**src/logic/nvsq_pkg.sv**
```systemverilog
// Package of constants for the nonvolatile store/recall host controller
`default_nettype none
package nvsq_pkg;
  // Clock rate in kHz (10 MHz)
  localparam int CLK_KHZ = 10000;
  // Printed times, in their own units
  localparam int RESTORE_US = 550;
  localparam int SHADOW_COPY_MS = 10;
  localparam int GRACE_US = 1;
  localparam int TRIG_BUSY_NS = 300;
  localparam int REQ_PULSE_NS = 15;
  localparam int REQ_BUSY_NS = 300;
  localparam int INHIBIT_REL_NS = 700;
  // Derived cycle counts: least times and grace round up, other longest round down; the ns-based counts never below one
  localparam int RESTORE_CYC = RESTORE_US * CLK_KHZ / 1000;
  localparam int SHADOW_COPY_CYC = SHADOW_COPY_MS * CLK_KHZ;
  localparam int GRACE_CYC = (GRACE_US * CLK_KHZ + 999) / 1000;
  localparam int REQ_PULSE_CYC_RAW = (REQ_PULSE_NS * CLK_KHZ + 999999) / 1000000;
  localparam int REQ_PULSE_CYC = (REQ_PULSE_CYC_RAW < 1) ? 1 : REQ_PULSE_CYC_RAW;
  localparam int REQ_BUSY_CYC_RAW = REQ_BUSY_NS * CLK_KHZ / 1000000;
  localparam int REQ_BUSY_CYC = (REQ_BUSY_CYC_RAW < 1) ? 1 : REQ_BUSY_CYC_RAW;
  localparam int INHIBIT_REL_CYC_RAW = INHIBIT_REL_NS * CLK_KHZ / 1000000;
  localparam int INHIBIT_REL_CYC = (INHIBIT_REL_CYC_RAW < 1) ? 1 : INHIBIT_REL_CYC_RAW;
  localparam int TRIG_BUSY_CYC_RAW = TRIG_BUSY_NS * CLK_KHZ / 1000000;
  localparam int TRIG_BUSY_CYC = (TRIG_BUSY_CYC_RAW < 1) ? 1 : TRIG_BUSY_CYC_RAW;
  // Controller states, one-hot
  typedef enum logic [5:0] {
    NVSQ_BOOT = 6'h01,
    NVSQ_IDLE = 6'h02,
    NVSQ_ACC = 6'h04,
    NVSQ_REQ = 6'h08,
    NVSQ_WAIT = 6'h10,
    NVSQ_REL = 6'h20
  } nvsq_state_t;
endpackage
`default_nettype wire

```
**src/logic/nvsq_host.sv**
```systemverilog
// Host controller driving a store/recall SRAM through its pins
//
// Operation
// Device floats data when write strobe is low as select falls.
// Host keeps store-busy high during every write cycle.
// Host keeps select or write high while the address changes.
// Device finishes power-up restore within 550 us.
// Store cycle finishes within 10 ms.
// Host ends any running cycle within the 1 us grace time.
// Device drives store-busy low 1 us on backup supply fall.
// Device skips automatic store when nothing was written.
// Device pulls store-busy low within 300 ns of trigger.
// Host holds store-busy low at least 15 ns to request.
// Device drives store-busy low within 300 ns of request.
// Device accepts cycles within 700 ns after store-busy rises.
// Request stores only after a write; device inhibited until rise.
// Device abandons power-fail store if line stays high.
// Device starts nonvolatile cycles whatever output enable is.
// Host keeps write strobe and store-busy high during reads.
// Device write-pending flag decides whether a store proceeds.
`timescale 1ns/100ps
`default_nettype none
module nvsq_host #(
  parameter int ADDR_W = 11,
  parameter int DATA_W = 8,
  parameter int RESTORE_CYC = nvsq_pkg::RESTORE_CYC,
  parameter int SHADOW_COPY_CYC = nvsq_pkg::SHADOW_COPY_CYC
) (
  // Clock and reset
  input wire logic mclk_in,
  input wire logic arst_n_in,
  // User request side
  input wire logic req_valid_in,
  input wire logic req_write_in,
  input wire logic [ADDR_W-1:0] req_addr_in,
  input wire logic [DATA_W-1:0] req_wdata_in,
  input wire logic store_req_in,
  output logic req_ready_out,
  output logic rsp_valid_out,
  output logic [DATA_W-1:0] rsp_rdata_out,
  output logic store_done_out,
  output logic busy_out,
  // Memory pins
  output logic [ADDR_W-1:0] mem_addr_out,
  output logic mem_sel_n_out,
  output logic mem_wr_n_out,
  output logic mem_oe_n_out,
  input wire logic [DATA_W-1:0] mem_dq_in,
  output logic [DATA_W-1:0] mem_dq_out,
  output logic mem_dq_oe_out,
  // Store-busy line, open drain
  input wire logic store_busy_line_in,
  output logic store_busy_line_out,
  output logic store_busy_line_oe_out
);
  localparam int CNT_W = $clog2(SHADOW_COPY_CYC + RESTORE_CYC + 2) + 1;
  // Access phases: setup, strobe, release
  localparam logic [1:0] PH_LAST = 2'h2;

  // access fits grace time
  if (ADDR_W < 1 || DATA_W < 1 || RESTORE_CYC < 1 || SHADOW_COPY_CYC < 1 ||
      int'(PH_LAST) + 1 > nvsq_pkg::GRACE_CYC) begin : g_bad_param
    $error("nvsq_host: bad parameter");
  end

  // ----------------------------------------------------------------
  // Reset release
  // ----------------------------------------------------------------
  logic [1:0] rst_sync_q;
  always_ff @(posedge mclk_in or negedge arst_n_in) begin
    if (!arst_n_in) begin
      rst_sync_q <= 2'h0;
    end else begin
      rst_sync_q <= {rst_sync_q[0], 1'b1};
    end
  end
  logic rst_n;
  assign rst_n = rst_sync_q[1];

  // ----------------------------------------------------------------
  // Sequencer
  // ----------------------------------------------------------------
  nvsq_pkg::nvsq_state_t state_q, state_d;
  logic [CNT_W-1:0] cnt_q, cnt_d;
  logic [1:0] ph_q, ph_d;
  logic wr_q, wr_d;
  logic [ADDR_W-1:0] addr_q, addr_d;
  logic [DATA_W-1:0] wdata_q, wdata_d;
  logic [DATA_W-1:0] rdata_q, rdata_d;
  logic rsp_q, rsp_d;
  logic done_q, done_d;
  logic pend_q, pend_d;
  logic sel_n_q, sel_n_d;
  logic wr_n_q, wr_n_d;
  logic oe_n_q, oe_n_d;
  logic dq_oe_q, dq_oe_d;
  logic drive_q, drive_d;

  always_comb begin
    state_d = state_q;
    cnt_d = cnt_q;
    ph_d = ph_q;
    wr_d = wr_q;
    addr_d = addr_q;
    wdata_d = wdata_q;
    rdata_d = rdata_q;
    rsp_d = 1'b0;
    done_d = 1'b0;
    pend_d = pend_q;
    sel_n_d = 1'b1;
    wr_n_d = 1'b1;
    oe_n_d = 1'b1;
    dq_oe_d = 1'b0;
    drive_d = 1'b0;
    unique case (state_q)
      // wait out restore
      nvsq_pkg::NVSQ_BOOT: begin
        if (cnt_q == CNT_W'(RESTORE_CYC)) begin
          state_d = nvsq_pkg::NVSQ_IDLE;
        end else begin
          cnt_d = cnt_q + 1'b1;
        end
      end
      nvsq_pkg::NVSQ_IDLE: begin
        cnt_d = '0;
        // Device-side busy (power-fail store) blocks new cycles
        if (!store_busy_line_in) begin
          state_d = nvsq_pkg::NVSQ_WAIT;
        end else if (store_req_in) begin
          // skip when nothing written
          if (pend_q) begin
            state_d = nvsq_pkg::NVSQ_REQ;
            drive_d = 1'b1;
          end else begin
            done_d = 1'b1;
          end
        end else if (req_valid_in) begin
          // address set while strobes high
          state_d = nvsq_pkg::NVSQ_ACC;
          ph_d = 2'h0;
          wr_d = req_write_in;
          addr_d = req_addr_in;
          wdata_d = req_wdata_in;
        end
      end
      nvsq_pkg::NVSQ_ACC: begin
        ph_d = ph_q + 1'b1;
        // line released during write; R16: write high on read
        if (ph_q != PH_LAST) begin
          sel_n_d = 1'b0;
          wr_n_d = !wr_q;
          oe_n_d = wr_q;
          dq_oe_d = wr_q;
        end else begin
          // Data sampled at the end of the strobe phase
          state_d = nvsq_pkg::NVSQ_IDLE;
          rsp_d = 1'b1;
          if (!wr_q) begin
            rdata_d = mem_dq_in;
          end else begin
            // mirror device write-pending
            pend_d = 1'b1;
          end
        end
      end
      // hold request low long enough
      nvsq_pkg::NVSQ_REQ: begin
        drive_d = 1'b1;
        cnt_d = cnt_q + 1'b1;
        // Hold covers both pulse width and device takeover time
        if (cnt_q + 1'b1 >= CNT_W'(nvsq_pkg::REQ_PULSE_CYC + nvsq_pkg::REQ_BUSY_CYC)) begin
          drive_d = 1'b0;
          state_d = nvsq_pkg::NVSQ_WAIT;
          cnt_d = '0;
        end
      end
      // store bounded, then release wait
      nvsq_pkg::NVSQ_WAIT: begin
        cnt_d = cnt_q + 1'b1;
        if (store_busy_line_in && cnt_q >= CNT_W'(nvsq_pkg::GRACE_CYC)) begin
          state_d = nvsq_pkg::NVSQ_REL;
          cnt_d = '0;
        end else if (cnt_q == CNT_W'(SHADOW_COPY_CYC)) begin
          // Line stuck low: give up waiting rather than hang
          state_d = nvsq_pkg::NVSQ_REL;
          cnt_d = '0;
        end
      end
      // inhibit release time
      nvsq_pkg::NVSQ_REL: begin
        cnt_d = cnt_q + 1'b1;
        if (cnt_q + 1'b1 >= CNT_W'(nvsq_pkg::INHIBIT_REL_CYC)) begin
          state_d = nvsq_pkg::NVSQ_IDLE;
          pend_d = 1'b0;
          done_d = 1'b1;
        end
      end
      default: begin
        state_d = nvsq_pkg::NVSQ_IDLE;
      end
    endcase
  end

  always_ff @(posedge mclk_in or negedge rst_n) begin
    if (!rst_n) begin
      state_q <= nvsq_pkg::NVSQ_BOOT;
      cnt_q <= '0;
      ph_q <= 2'h0;
      wr_q <= 1'b0;
      addr_q <= '0;
      wdata_q <= '0;
      rdata_q <= '0;
      rsp_q <= 1'b0;
      done_q <= 1'b0;
      pend_q <= 1'b0;
      sel_n_q <= 1'b1;
      wr_n_q <= 1'b1;
      oe_n_q <= 1'b1;
      dq_oe_q <= 1'b0;
      drive_q <= 1'b0;
    end else begin
      state_q <= state_d;
      cnt_q <= cnt_d;
      ph_q <= ph_d;
      wr_q <= wr_d;
      addr_q <= addr_d;
      wdata_q <= wdata_d;
      rdata_q <= rdata_d;
      rsp_q <= rsp_d;
      done_q <= done_d;
      pend_q <= pend_d;
      sel_n_q <= sel_n_d;
      wr_n_q <= wr_n_d;
      oe_n_q <= oe_n_d;
      dq_oe_q <= dq_oe_d;
      drive_q <= drive_d;
    end
  end

  // ----------------------------------------------------------------
  // Outputs
  // ----------------------------------------------------------------
  assign req_ready_out = (state_q == nvsq_pkg::NVSQ_IDLE) && store_busy_line_in && !store_req_in;
  assign rsp_valid_out = rsp_q;
  assign rsp_rdata_out = rdata_q;
  assign store_done_out = done_q;
  assign busy_out = (state_q != nvsq_pkg::NVSQ_IDLE);
  assign mem_addr_out = addr_q;
  assign mem_sel_n_out = sel_n_q;
  assign mem_wr_n_out = wr_n_q;
  assign mem_oe_n_out = oe_n_q;
  assign mem_dq_out = wdata_q;
  assign mem_dq_oe_out = dq_oe_q;
  assign store_busy_line_out = 1'b0;
  assign store_busy_line_oe_out = drive_q;
endmodule // nvsq_host
`default_nettype wire

```
**config.mk**
```make
export PLATFORM = sky130hd
export DESIGN_NAME = nvsq_host
export DESIGN_NICKNAME = d
export VERILOG_FILES = /design/src/logic/nvsq_pkg.sv /design/src/logic/nvsq_host.sv
export SDC_FILE = /design/constraint.sdc
export NUM_CORES = 1
export LEC_CHECK = 0
export ABC_AREA = 1
export BUFFER_PORTS_ARGS = -buffer_cell sky130_fd_sc_hd__buf_2
export CORE_AREA = 8 8 103 105
export DETAILED_ROUTE_END_ITERATION = 16
export DIE_AREA = 0 0 111 113
export HOLD_SLACK_MARGIN = 0.08
export PLACE_DENSITY = 0.61
export SLEW_MARGIN = 15
export SYNTH_ARGS = -nofsm -noshare
export SYNTH_HDL_FRONTEND = slang
export SYNTH_SLANG_ARGS = --single-unit
```
**constraint.sdc**
```tcl
create_clock -name mclk_in -period 2.7 [get_ports mclk_in]
set_input_delay 0.135 -clock mclk_in [delete_from_list [all_inputs] [get_ports mclk_in]]
set_output_delay 0.135 -clock mclk_in [all_outputs]
set_load 0.02 [all_outputs]
```
# [Yosys cells after proc, flatten, opt, wreduce, memory -nomap -nowiden]
# Cells that the tools add are included.
[totals] output_inout_bits=37 latch_bits=0 ram_bits=0 romBits=0 word_cells=103 n_memories=0 regBits=64 inputBits=33
[op_classes] n_reduce_logical=14 magnitude_cmp=3 n_mul=0 bitwise=3 n_addsub=2 shifts=0 muxes=43 div=0 eq_ne=22
[ops] op="18-bit case mux with 5 select lines" n=1
[ops] op="18-bit 2-to-1 mux" n=4
[ops] op="6-bit 2-to-1 mux" n=10
[ops] op="18-bit by 3-bit >= comparator with 1-bit output (second input constant)" n=2
[ops] op="6-bit case mux with 6 select lines" n=1
[ops] op="1-bit 2-to-1 mux" n=20
[ops] op="2-bit inequality test (second input constant)" n=10
[ops] op="18-bit by 1-bit adder with 18-bit output (second input constant)" n=1
[ops] op="18-bit by 13-bit == test with 1-bit output (second input constant)" n=1
[ops] op="18-bit by 17-bit == test with 1-bit output (second input constant)" n=1
[ops] op="18-bit by 4-bit >= comparator with 1-bit output (second input constant)" n=1
[ops] op="4-bit AND reduction" n=3
[ops] op="4-bit inequality test (second input constant)" n=2
[ops] op="7-bit AND reduction" n=1
[ops] op="6-bit by 1-bit == test with 1-bit output (second input constant)" n=1
[ops] op="6-bit by 2-bit == test with 1-bit output (second input constant)" n=1
[ops] op="6-bit by 3-bit == test with 1-bit output (second input constant)" n=1
[ops] op="6-bit by 4-bit == test with 1-bit output (second input constant)" n=1
[ops] op="6-bit by 5-bit == test with 1-bit output (second input constant)" n=1
[ops] op="6-bit == test (second input constant)" n=1
[ops] op="2-bit 2-to-1 mux" n=3
[ops] op="6-bit by 2-bit inequality test with 1-bit output (second input constant)" n=1
[ops] op="1-bit case mux with 2 select lines" n=3
[ops] op="5-bit nonzero test" n=1
[ops] op="other kinds (9)" n=15

# [Logic depth before layout (Yosys ltp)]
# Gate-level depths: netlist (run 1).
[logic_depth] ltp_word=4 depth_mapped=15 depth_no_buf=15

# [Least setup slack after synthesis (run 1)]
# Ideal clock, no wire load.
[synth_path] kind="register to register" startpoint="reg state_q[5]" endpoint="reg addr_q[0] (netlist: mem_addr_out[0])" slack_ns=0.483 required_ns=2.575 path_buffers=1 period_less_slack_ns=2.217 t_arrival_ns=2.092 stages_incl_launch_ff=7 setup_ns=0.125 cell_sequence="dfrtp_1 nor2_1 nand4_1 nor3b_2 nand2_1 buf_2 mux2_2"
[synth_between] elab_chain_len=2
[synth_rtl] item="from (decl)" line_no="nvsq_host.sv:83" rtl="nvsq_pkg::nvsq_state_t state_q, state_d;"
[synth_rtl] item="from (signal assigned)" line_no="nvsq_host.sv:206" rtl="state_q <= nvsq_pkg::NVSQ_BOOT;"
[synth_rtl] item="from (signal assigned)" line_no="nvsq_host.sv:222" rtl="state_q <= state_d;"
[synth_rtl] item="6-bit by 2-bit == test with 1-bit output" line_no="nvsq_host.sv:115" rtl="unique case (state_q)"
[synth_rtl] item="4-bit AND reduction (no line)"
[synth_rtl] item="to (signal assigned)" line_no="nvsq_host.sv:226" rtl="addr_q <= addr_d;"
[synth_rtl] item="to (decl)" line_no="nvsq_host.sv:87" rtl="logic [ADDR_W-1:0] addr_q, addr_d;"
# Every way passes these cells.
# A chain may end at the register's enable or synchronous reset.

# [Final worst setup path (run 1)]
[layout_path] startpoint="reg cnt_q[1]" endpoint="reg cnt_q[17]"
[layout_between] elab_chain_len=4 elab_cells_between_ends=13 classes_between="1 x add/sub; 2 x order compare; 3 x eq/ne; 5 x mux; 2 x reduce/logical"
[layout_rtl] item="from (decl)" line_no="nvsq_host.sv:84" rtl="logic [CNT_W-1:0] cnt_q, cnt_d;"
[layout_rtl] item="from (signal assigned)" line_no="nvsq_host.sv:223" rtl="cnt_q <= cnt_d;"
[layout_rtl] item="18-bit by 1-bit adder with 18-bit output (tied with other cells)"
[layout_rtl] item="18-bit by 3-bit >= comparator with 1-bit output (tied with other cells)" line_no="nvsq_host.sv:171" rtl="if (cnt_q + 1'b1 >= CNT_W'(nvsq_pkg::REQ_PULSE_CYC + nvsq_pkg::REQ_BUSY_CYC)) begin"
[layout_rtl] item="18-bit 2-to-1 mux, on equally long branches" line_no="nvsq_host.sv:171, nvsq_host.sv:180"
[layout_rtl] item="18-bit case mux with 5 select lines" line_no="nvsq_host.sv:115"
# Parallel ways exist; a longest one is shown, timed or not. The select of a mux whose other input is x is not followed.

==> out/qor.yml, run 1 <==
power:
  peakVddDrop_uv: 438
  clockPowerShare: 0.246
  comb_power_share: 0.394
  switchingPower_mw: 1.53
  p_per_area_mw_per_mm2: 851
  p_leak_nw: 2.23
  intPower_mw: 2.27
  swShare: 0.402
  seq_power_share: 0.359
place:
  gp_congestion: 0.921
  post-place-ws_ps: 477
  io_buffers: 68
  dp_hpwl_mm: 6.65
global_route:
  grt_pass1_wl_mm: 14.6
  grt.overflow.total: 0
  antenna_found_initial: 0
  grt_pass1_vias: 3100
  grt_util_all_layers: 0.142
  grt_max_degree: 29
worst_hold_path:
  hp-class: "in2async"
setup_path:
  arrival_ps: 2500
  critPathMaxStageDelay_ps: 460
  end_kind: "register"
  worst-path-max-fanout: 10
  critPathSlowestCell: "dfrtp_1"
  cp.required_ps: 2970
  crit_type: "reg2reg"
  worstPathCellList: "ha_1, inv_1, nor2_4, nand2_2, o21ai_1, nand2_1, nor2_1, nand2_1, nor2_4, nand3_4, nand2_8, nand2_8, o21ai_2"
  critPathLaunchType: "register"
run:
  max_cap_viol_count: 0
die:
  dieWidth_um: 111
  ios: 70
  die_y_um: 113
  core_area_mm2: 0.00898
  start_util: 0.386
  num_rows: 35
  dieArea_mm2: 0.0125
sta:
  setup_viol: 0
  hold_viol: 0
  max_slew_margin: 0.582
  slew_viol_final: 0
  rsz0062_at_grt: "no"
  min_period_ps: 2230
  fmax_mhz: 449
  fin_setup_tns_ps: 0
  tightest_slew_ps: 627
  fin_hold_ws_ps: 99.9
  fin_crit_sh: 0.825
  fin_skew_ps: 6.92
  worst_slack_ps: 473
detailed_routing:
  drt-total-wl_mm: 8.69
  top_layer: "met4"
  vias: 3016
  antenna_left: 0
  wl_met2_mm: 4.35
  drtIter0Drc: 168
  vias_per_cell: 4.84
  wl_met3_um: 531
  wl_per_cell_um: 13.9
  wl_met1_mm: 3.66
  drc: 0
  first_pass_iters: 4
logic_synthesis:
  ys.flop_type: "dfrtp_1"
  synth_edf_count: 0
  synthArstFlopShare: 1.00
  syn_avg_cell_area_um2: 8.65
  syn_nets: 439
  postSynthCellCount: 401
  synth_area_leader_cell: "dfrtp_1"
  ys_ff_latch: 64
  ys_seq_area_frac: 0.463
  synthDominantCellAreaShare: 0.433
  yosys_warnings: 0
  synth_area_mm2: 0.00347
  synthTopCellsByArea: "dfrtp_1, nand2_1, mux2_2"
  synth_cell_type_count: 37
cells_and_area:
  area_growth_pct: 28.6
  final_util: 0.497
  diodes: 0
  drive_above_1_share: 0.299
  nNetsFinal: 545
clock_tree:
  cts_buffers: 9
  htreeDepth: 3
  cts-resized-gates: 0
  path_clk_slew_ps: 70
  cts-root-buf: "clkbuf_8"
  tritoncts: "done"
  cts_buffer_depth: 2
  post_cts.repair.setup_buffers: 0
  cts.sinks: 64
  insertion_delay_ps: 340
outcome:
  status: "finished, final reports clean"
sequential cells by signal, indices dropped and copies added, names as in the netlist:
| name | flops |
|---|---|
| cnt_q | 18 |
| mem_addr_out | 11 |
| mem_dq_out | 8 |
| rsp_rdata_out | 8 |
| state_q | 6 |
| ph_q | 2 |
| rst_sync_q | 2 |
| mem_dq_oe_out | 1 |
| mem_oe_n_out | 1 |
| mem_sel_n_out | 1 |
| mem_wr_n_out | 1 |
| pend_q | 1 |
| rsp_valid_out | 1 |
| store_busy_line_oe_out | 1 |
| store_done_out | 1 |
| wr_q | 1 |
layout by cell type, fill, tap and decap left out, types with 3 or more instances in the layout:
master and instances:
nand2_1 92, buf_2 68, dfrtp_1 59, inv_1 48, nor2_1 39, nand3_1 38, dlygate4sd3_1 29, mux2_2 26
o21ai_2 10, nand4_1 10, o21ai_1 9, o21ai_0 9, clkbuf_8 9, nand2_2 6, nor2_2 5, nor2_4 5
ha_1 5, a21oi_1 4, nor4_1 4, dfstp_2 4, nor3_1 3, buf_4 3
area by class of cell:
| class | count | area, um^2 |
|---|---|---|
| Fill cell | 832 | 4520 |
| Multi-Input combinational cell | 283 | 1650 |
| Sequential cell | 64 | 1610 |
| Timing Repair Buffer | 100 | 653 |
| Inverter | 49 | 184 |
| Tap cell | 111 | 139 |
| Clock buffer | 9 | 124 |
| Clock inverter | 7 | 103 |
per-layer routing:
layer  up-vias  global-route usage
met4         0              0.0559
met5         -                   0
met3        11              0.0386
li1       1519                   -
met2        75               0.244
met1      1411               0.163
final timing paths:
kind / startpoint / endpoint / slack (ps) / depth (start not counted)
worst max register to register: cnt_q[1] / cnt_q[17] / 470 / 13
max in group asynchronous: rst_sync_q[1] / state_q[0] / 1610 / 1
worst min-delay path: arst_n_in / rst_sync_q[1] / 100 / 2
worst max-delay path: cnt_q[1] / cnt_q[17] / 470 / 13
worst min register to register: rst_sync_q[1] / cnt_q[12] / 280 / 0
min in group mclk_in: store_busy_line_in / state_q[4] / 170 / 4
worst max-delay path: cells and delay by family (launching register included):
kind                       cells  cell delay [ps]
adders and majority gates      1              320
AOI/OAI and AO/OA              2              270
and+or+nand+nor                9             1000
DFF                            1              460
buffers and inverters          1              110
cell usage after synthesis (3+ instances only):
| cell type | n |
|---|---|
| nand2_1 | 92 |
| dfrtp_1 | 60 |
| inv_1 | 48 |
| nor2_1 | 39 |
| nand3_1 | 38 |
| mux2_2 | 26 |
| nand4_1 | 10 |
| o21ai_2 | 10 |
| o21ai_0 | 9 |
| o21ai_1 | 9 |
| nand2_2 | 6 |
| ha_1 | 5 |
| nor2_2 | 5 |
| nor2_4 | 5 |
| a21oi_1 | 4 |
| dfstp_2 | 4 |
| nor4_1 | 4 |
| buf_2 | 3 |
| nor3_1 | 3 |
metrics by stage:
step	instance area (um^2)	instances	power (mW)
3_5_place_dp	3950	578	2.87
4_1_cts	4460	623	3.85
3_3_place_gp	3950	578	2.82
2_1_floorplan	3470	401	2.44
6_report	4460	623	3.79
5_1_grt	4460	623	4.04
cell families (layout without fill, tap and decap cells):
group                      count (synthesis)  after routing  synth area share
and+or+nand+nor                          211            211             0.297
DFF                                       64             64             0.463
buffers and inverters                     54            165            0.0606
AOI/OAI and AO/OA                         35             35            0.0639
muxes                                     27             27            0.0877
adders and majority gates                  5              5            0.0180
xor gates and xnor gates                   3              3           0.00758
other                                      2              2           0.00217
timing repair:
action / CTS / global route
hold buffers: 29 / 0
endpoints found under the setup margin: 0 / 0
hold endpoints to repair: 30 / 0
power groups by stage:
stage | clock network [mW] | logic, mW | registers (mW)
6_report | 0.935 | 1.50 | 1.36
2_1_floorplan | 0 | 0.846 | 1.60
3_3_place_gp | 0 | 1.46 | 1.36
4_1_cts | 0.961 | 1.52 | 1.36
3_5_place_dp | 0 | 1.48 | 1.38
5_1_grt | 1.00 | 1.64 | 1.40
Note: power is estimated with default switching activity, not from simulation.
==> run 2, diff against run 1 <==
Clock period 2.7 ns to 2.2 ns, I/O delays scaled along.
==> out/qor.yml, run 2 (synthesis results as in run 1) <==
place:
  io_buffers: 68
  gp_congestion: 0.880
  dpl_cell_area_mm2: 0.00402
  dp_hpwl_mm: 6.71
power:
  p_per_area_mw_per_mm2: 1040
  intPower_mw: 2.80
  total_power_mw: 4.73
  switchingPower_mw: 1.93
  peakVddDrop_uv: 689
  swShare: 0.409
  clockPowerShare: 0.218
  comb_power_share: 0.425
  p_leak_nw: 2.26
  seq_power_share: 0.356
sta:
  fin_crit_sh: 0.944
  fin_skew_ps: 8.68
  tightest_slew_ps: 541
  hold_viol: 0
  fmax_mhz: 482
  min_period_ps: 2080
  fin_setup_tns_ps: 0
  setup_viol: 0
  max_slew_margin: 0.639
  slew_viol_final: 0
  rsz0062_at_grt: "yes"
cells_and_area:
  regArea_mm2: 0.00162
  layout_common_cells: "nand2_1, buf_2, dfrtp_1, inv_1, nand3_1"
  fill_cells: 813
  nNetsFinal: 555
  mostFrequentLayoutCell: "nand2_1"
  final_util: 0.508
  area_growth_pct: 31.6
  drive_above_1_share: 0.339
  regMostFlops: "cnt_q"
  fin_area_mm2: 0.00456
  diodes: 0
  multiInputGateArea_mm2: 0.00167
  largest_reg_flops: 18
clock_tree:
  insertion_delay_ps: 340
  htreeDepth: 3
  tritoncts: "done"
  path_clk_slew_ps: 70
  cts.sinks: 64
  cts_buffer_depth: 2
  cts-root-buf: "clkbuf_8"
  cts_buffers: 9
worst_hold_path:
  hp-class: "in2reg"
  holdCritStartpoint: "store_busy_line_in"
outcome:
  status: "finished, final reports clean"
die:
  start_util: 0.386
  dieArea_mm2: 0.0125
  ios: 70
  core_area_mm2: 0.00898
  die_y_um: 113
  dieWidth_um: 111
  num_rows: 35
setup_path:
  crit_path_start: "cnt_q[1]"
  cp.required_ps: 2480
  arrival_ps: 2350
  worst-path-max-fanout: 5
  r2r-start: "cnt_q[1]"
  end_kind: "register"
  crit_type: "reg2reg"
  critPathLaunchType: "register"
detailed_routing:
  first_pass_iters: 4
  drtIter0Drc: 151
  vias_per_cell: 4.85
  wl_per_cell_um: 14.4
  drt-total-wl_mm: 9.14
  vias: 3072
  drc: 0
  antenna_left: 0
global_route:
  antenna_found_initial: 0
  grt_util_all_layers: 0.151
  grt.overflow.total: 0
  grt_pass1_vias: 3223
  grt_max_degree: 41
  grt_pass1_wl_mm: 15.5
run:
  max_cap_viol_count: 0
[run 2: cell count changes in the layout (fill, tap and decap cells not counted), sizes merged]
cell	previous run	this run
buf	71	80
bufinv	2	1
clkbuf	9	10
clkinvlp	1	2
dlygate4sd3	29	30
inv	51	50
[run 2: layout make-up]
| cell class | count | area share |
|---|---|---|
| Tap cell | 111 | 0.0304 |
| Sequential cell | 64 | 0.355 |
| Multi-Input combinational cell | 283 | 0.366 |
| Timing Repair Buffer | 110 | 0.163 |
| Clock inverter | 6 | 0.0148 |
| Inverter | 49 | 0.0403 |
| Clock buffer | 10 | 0.0302 |
[run 2: timing repair]
action / CTS / global route
hold buffers: 30 / 0
resized for setup: 0 / 15
setup buffers: 0 / 2
endpoints found under the hold margin: 30 / 0
setup endpoints to repair: 0 / 21
[run 2: through the flow]
stage | std cells | hold WS (ps) | setup WS [ps]
final | 633 | 150 | 124
after floorplan | 401 | -186 | 49.3
after global placement | 585 | -105 | 140
after CTS | 631 | 126 | 92.8
after detailed placement | 585 | -104 | 114
after global routing | 633 | 149 | -14.7
[run 2: worst paths after layout]
check                                   end  slack, ps  depth (start not counted)
max                              state_q[1]        120                         12
min                              state_q[4]        150                          4
max reg2reg                      state_q[1]        120                         12
min reg2reg                rsp_rdata_out[5]        260                          0
max in group asynchronous      mem_oe_n_out       1280                          1
min in group asynchronous  rsp_rdata_out[5]        260                          0
[run 2: metal layers]
layer | part of all wire | track usage
met4 | 0.015 | 0.0432
met2 | 0.50 | 0.257
met1 | 0.43 | 0.178
met3 | 0.047 | 0.0476
met5 | 0 | 0
[run 2: power groups by stage]
stage | Sequential (mW) | Combinational (mW) | Clock (mW)
global route | 1.72 | 2.20 | 1.12
global placement | 1.68 | 1.92 | 0
floorplan | 1.96 | 1.05 | 0
detailed placement | 1.69 | 1.94 | 0
finish | 1.69 | 2.01 | 1.03
CTS | 1.68 | 1.98 | 1.06
[run 2: critical path, cell delays in order (launching register included)]
cell,delay (ps)
dfrtp_2,440
buf_4,150
inv_1,80
ha_1,140
inv_1,50
nor4_2,330
nand3_1,120
nand2_1,110
buf_4,130
nand4_1,80
nor2_1,200
nand3_1,110
nand2_1,80
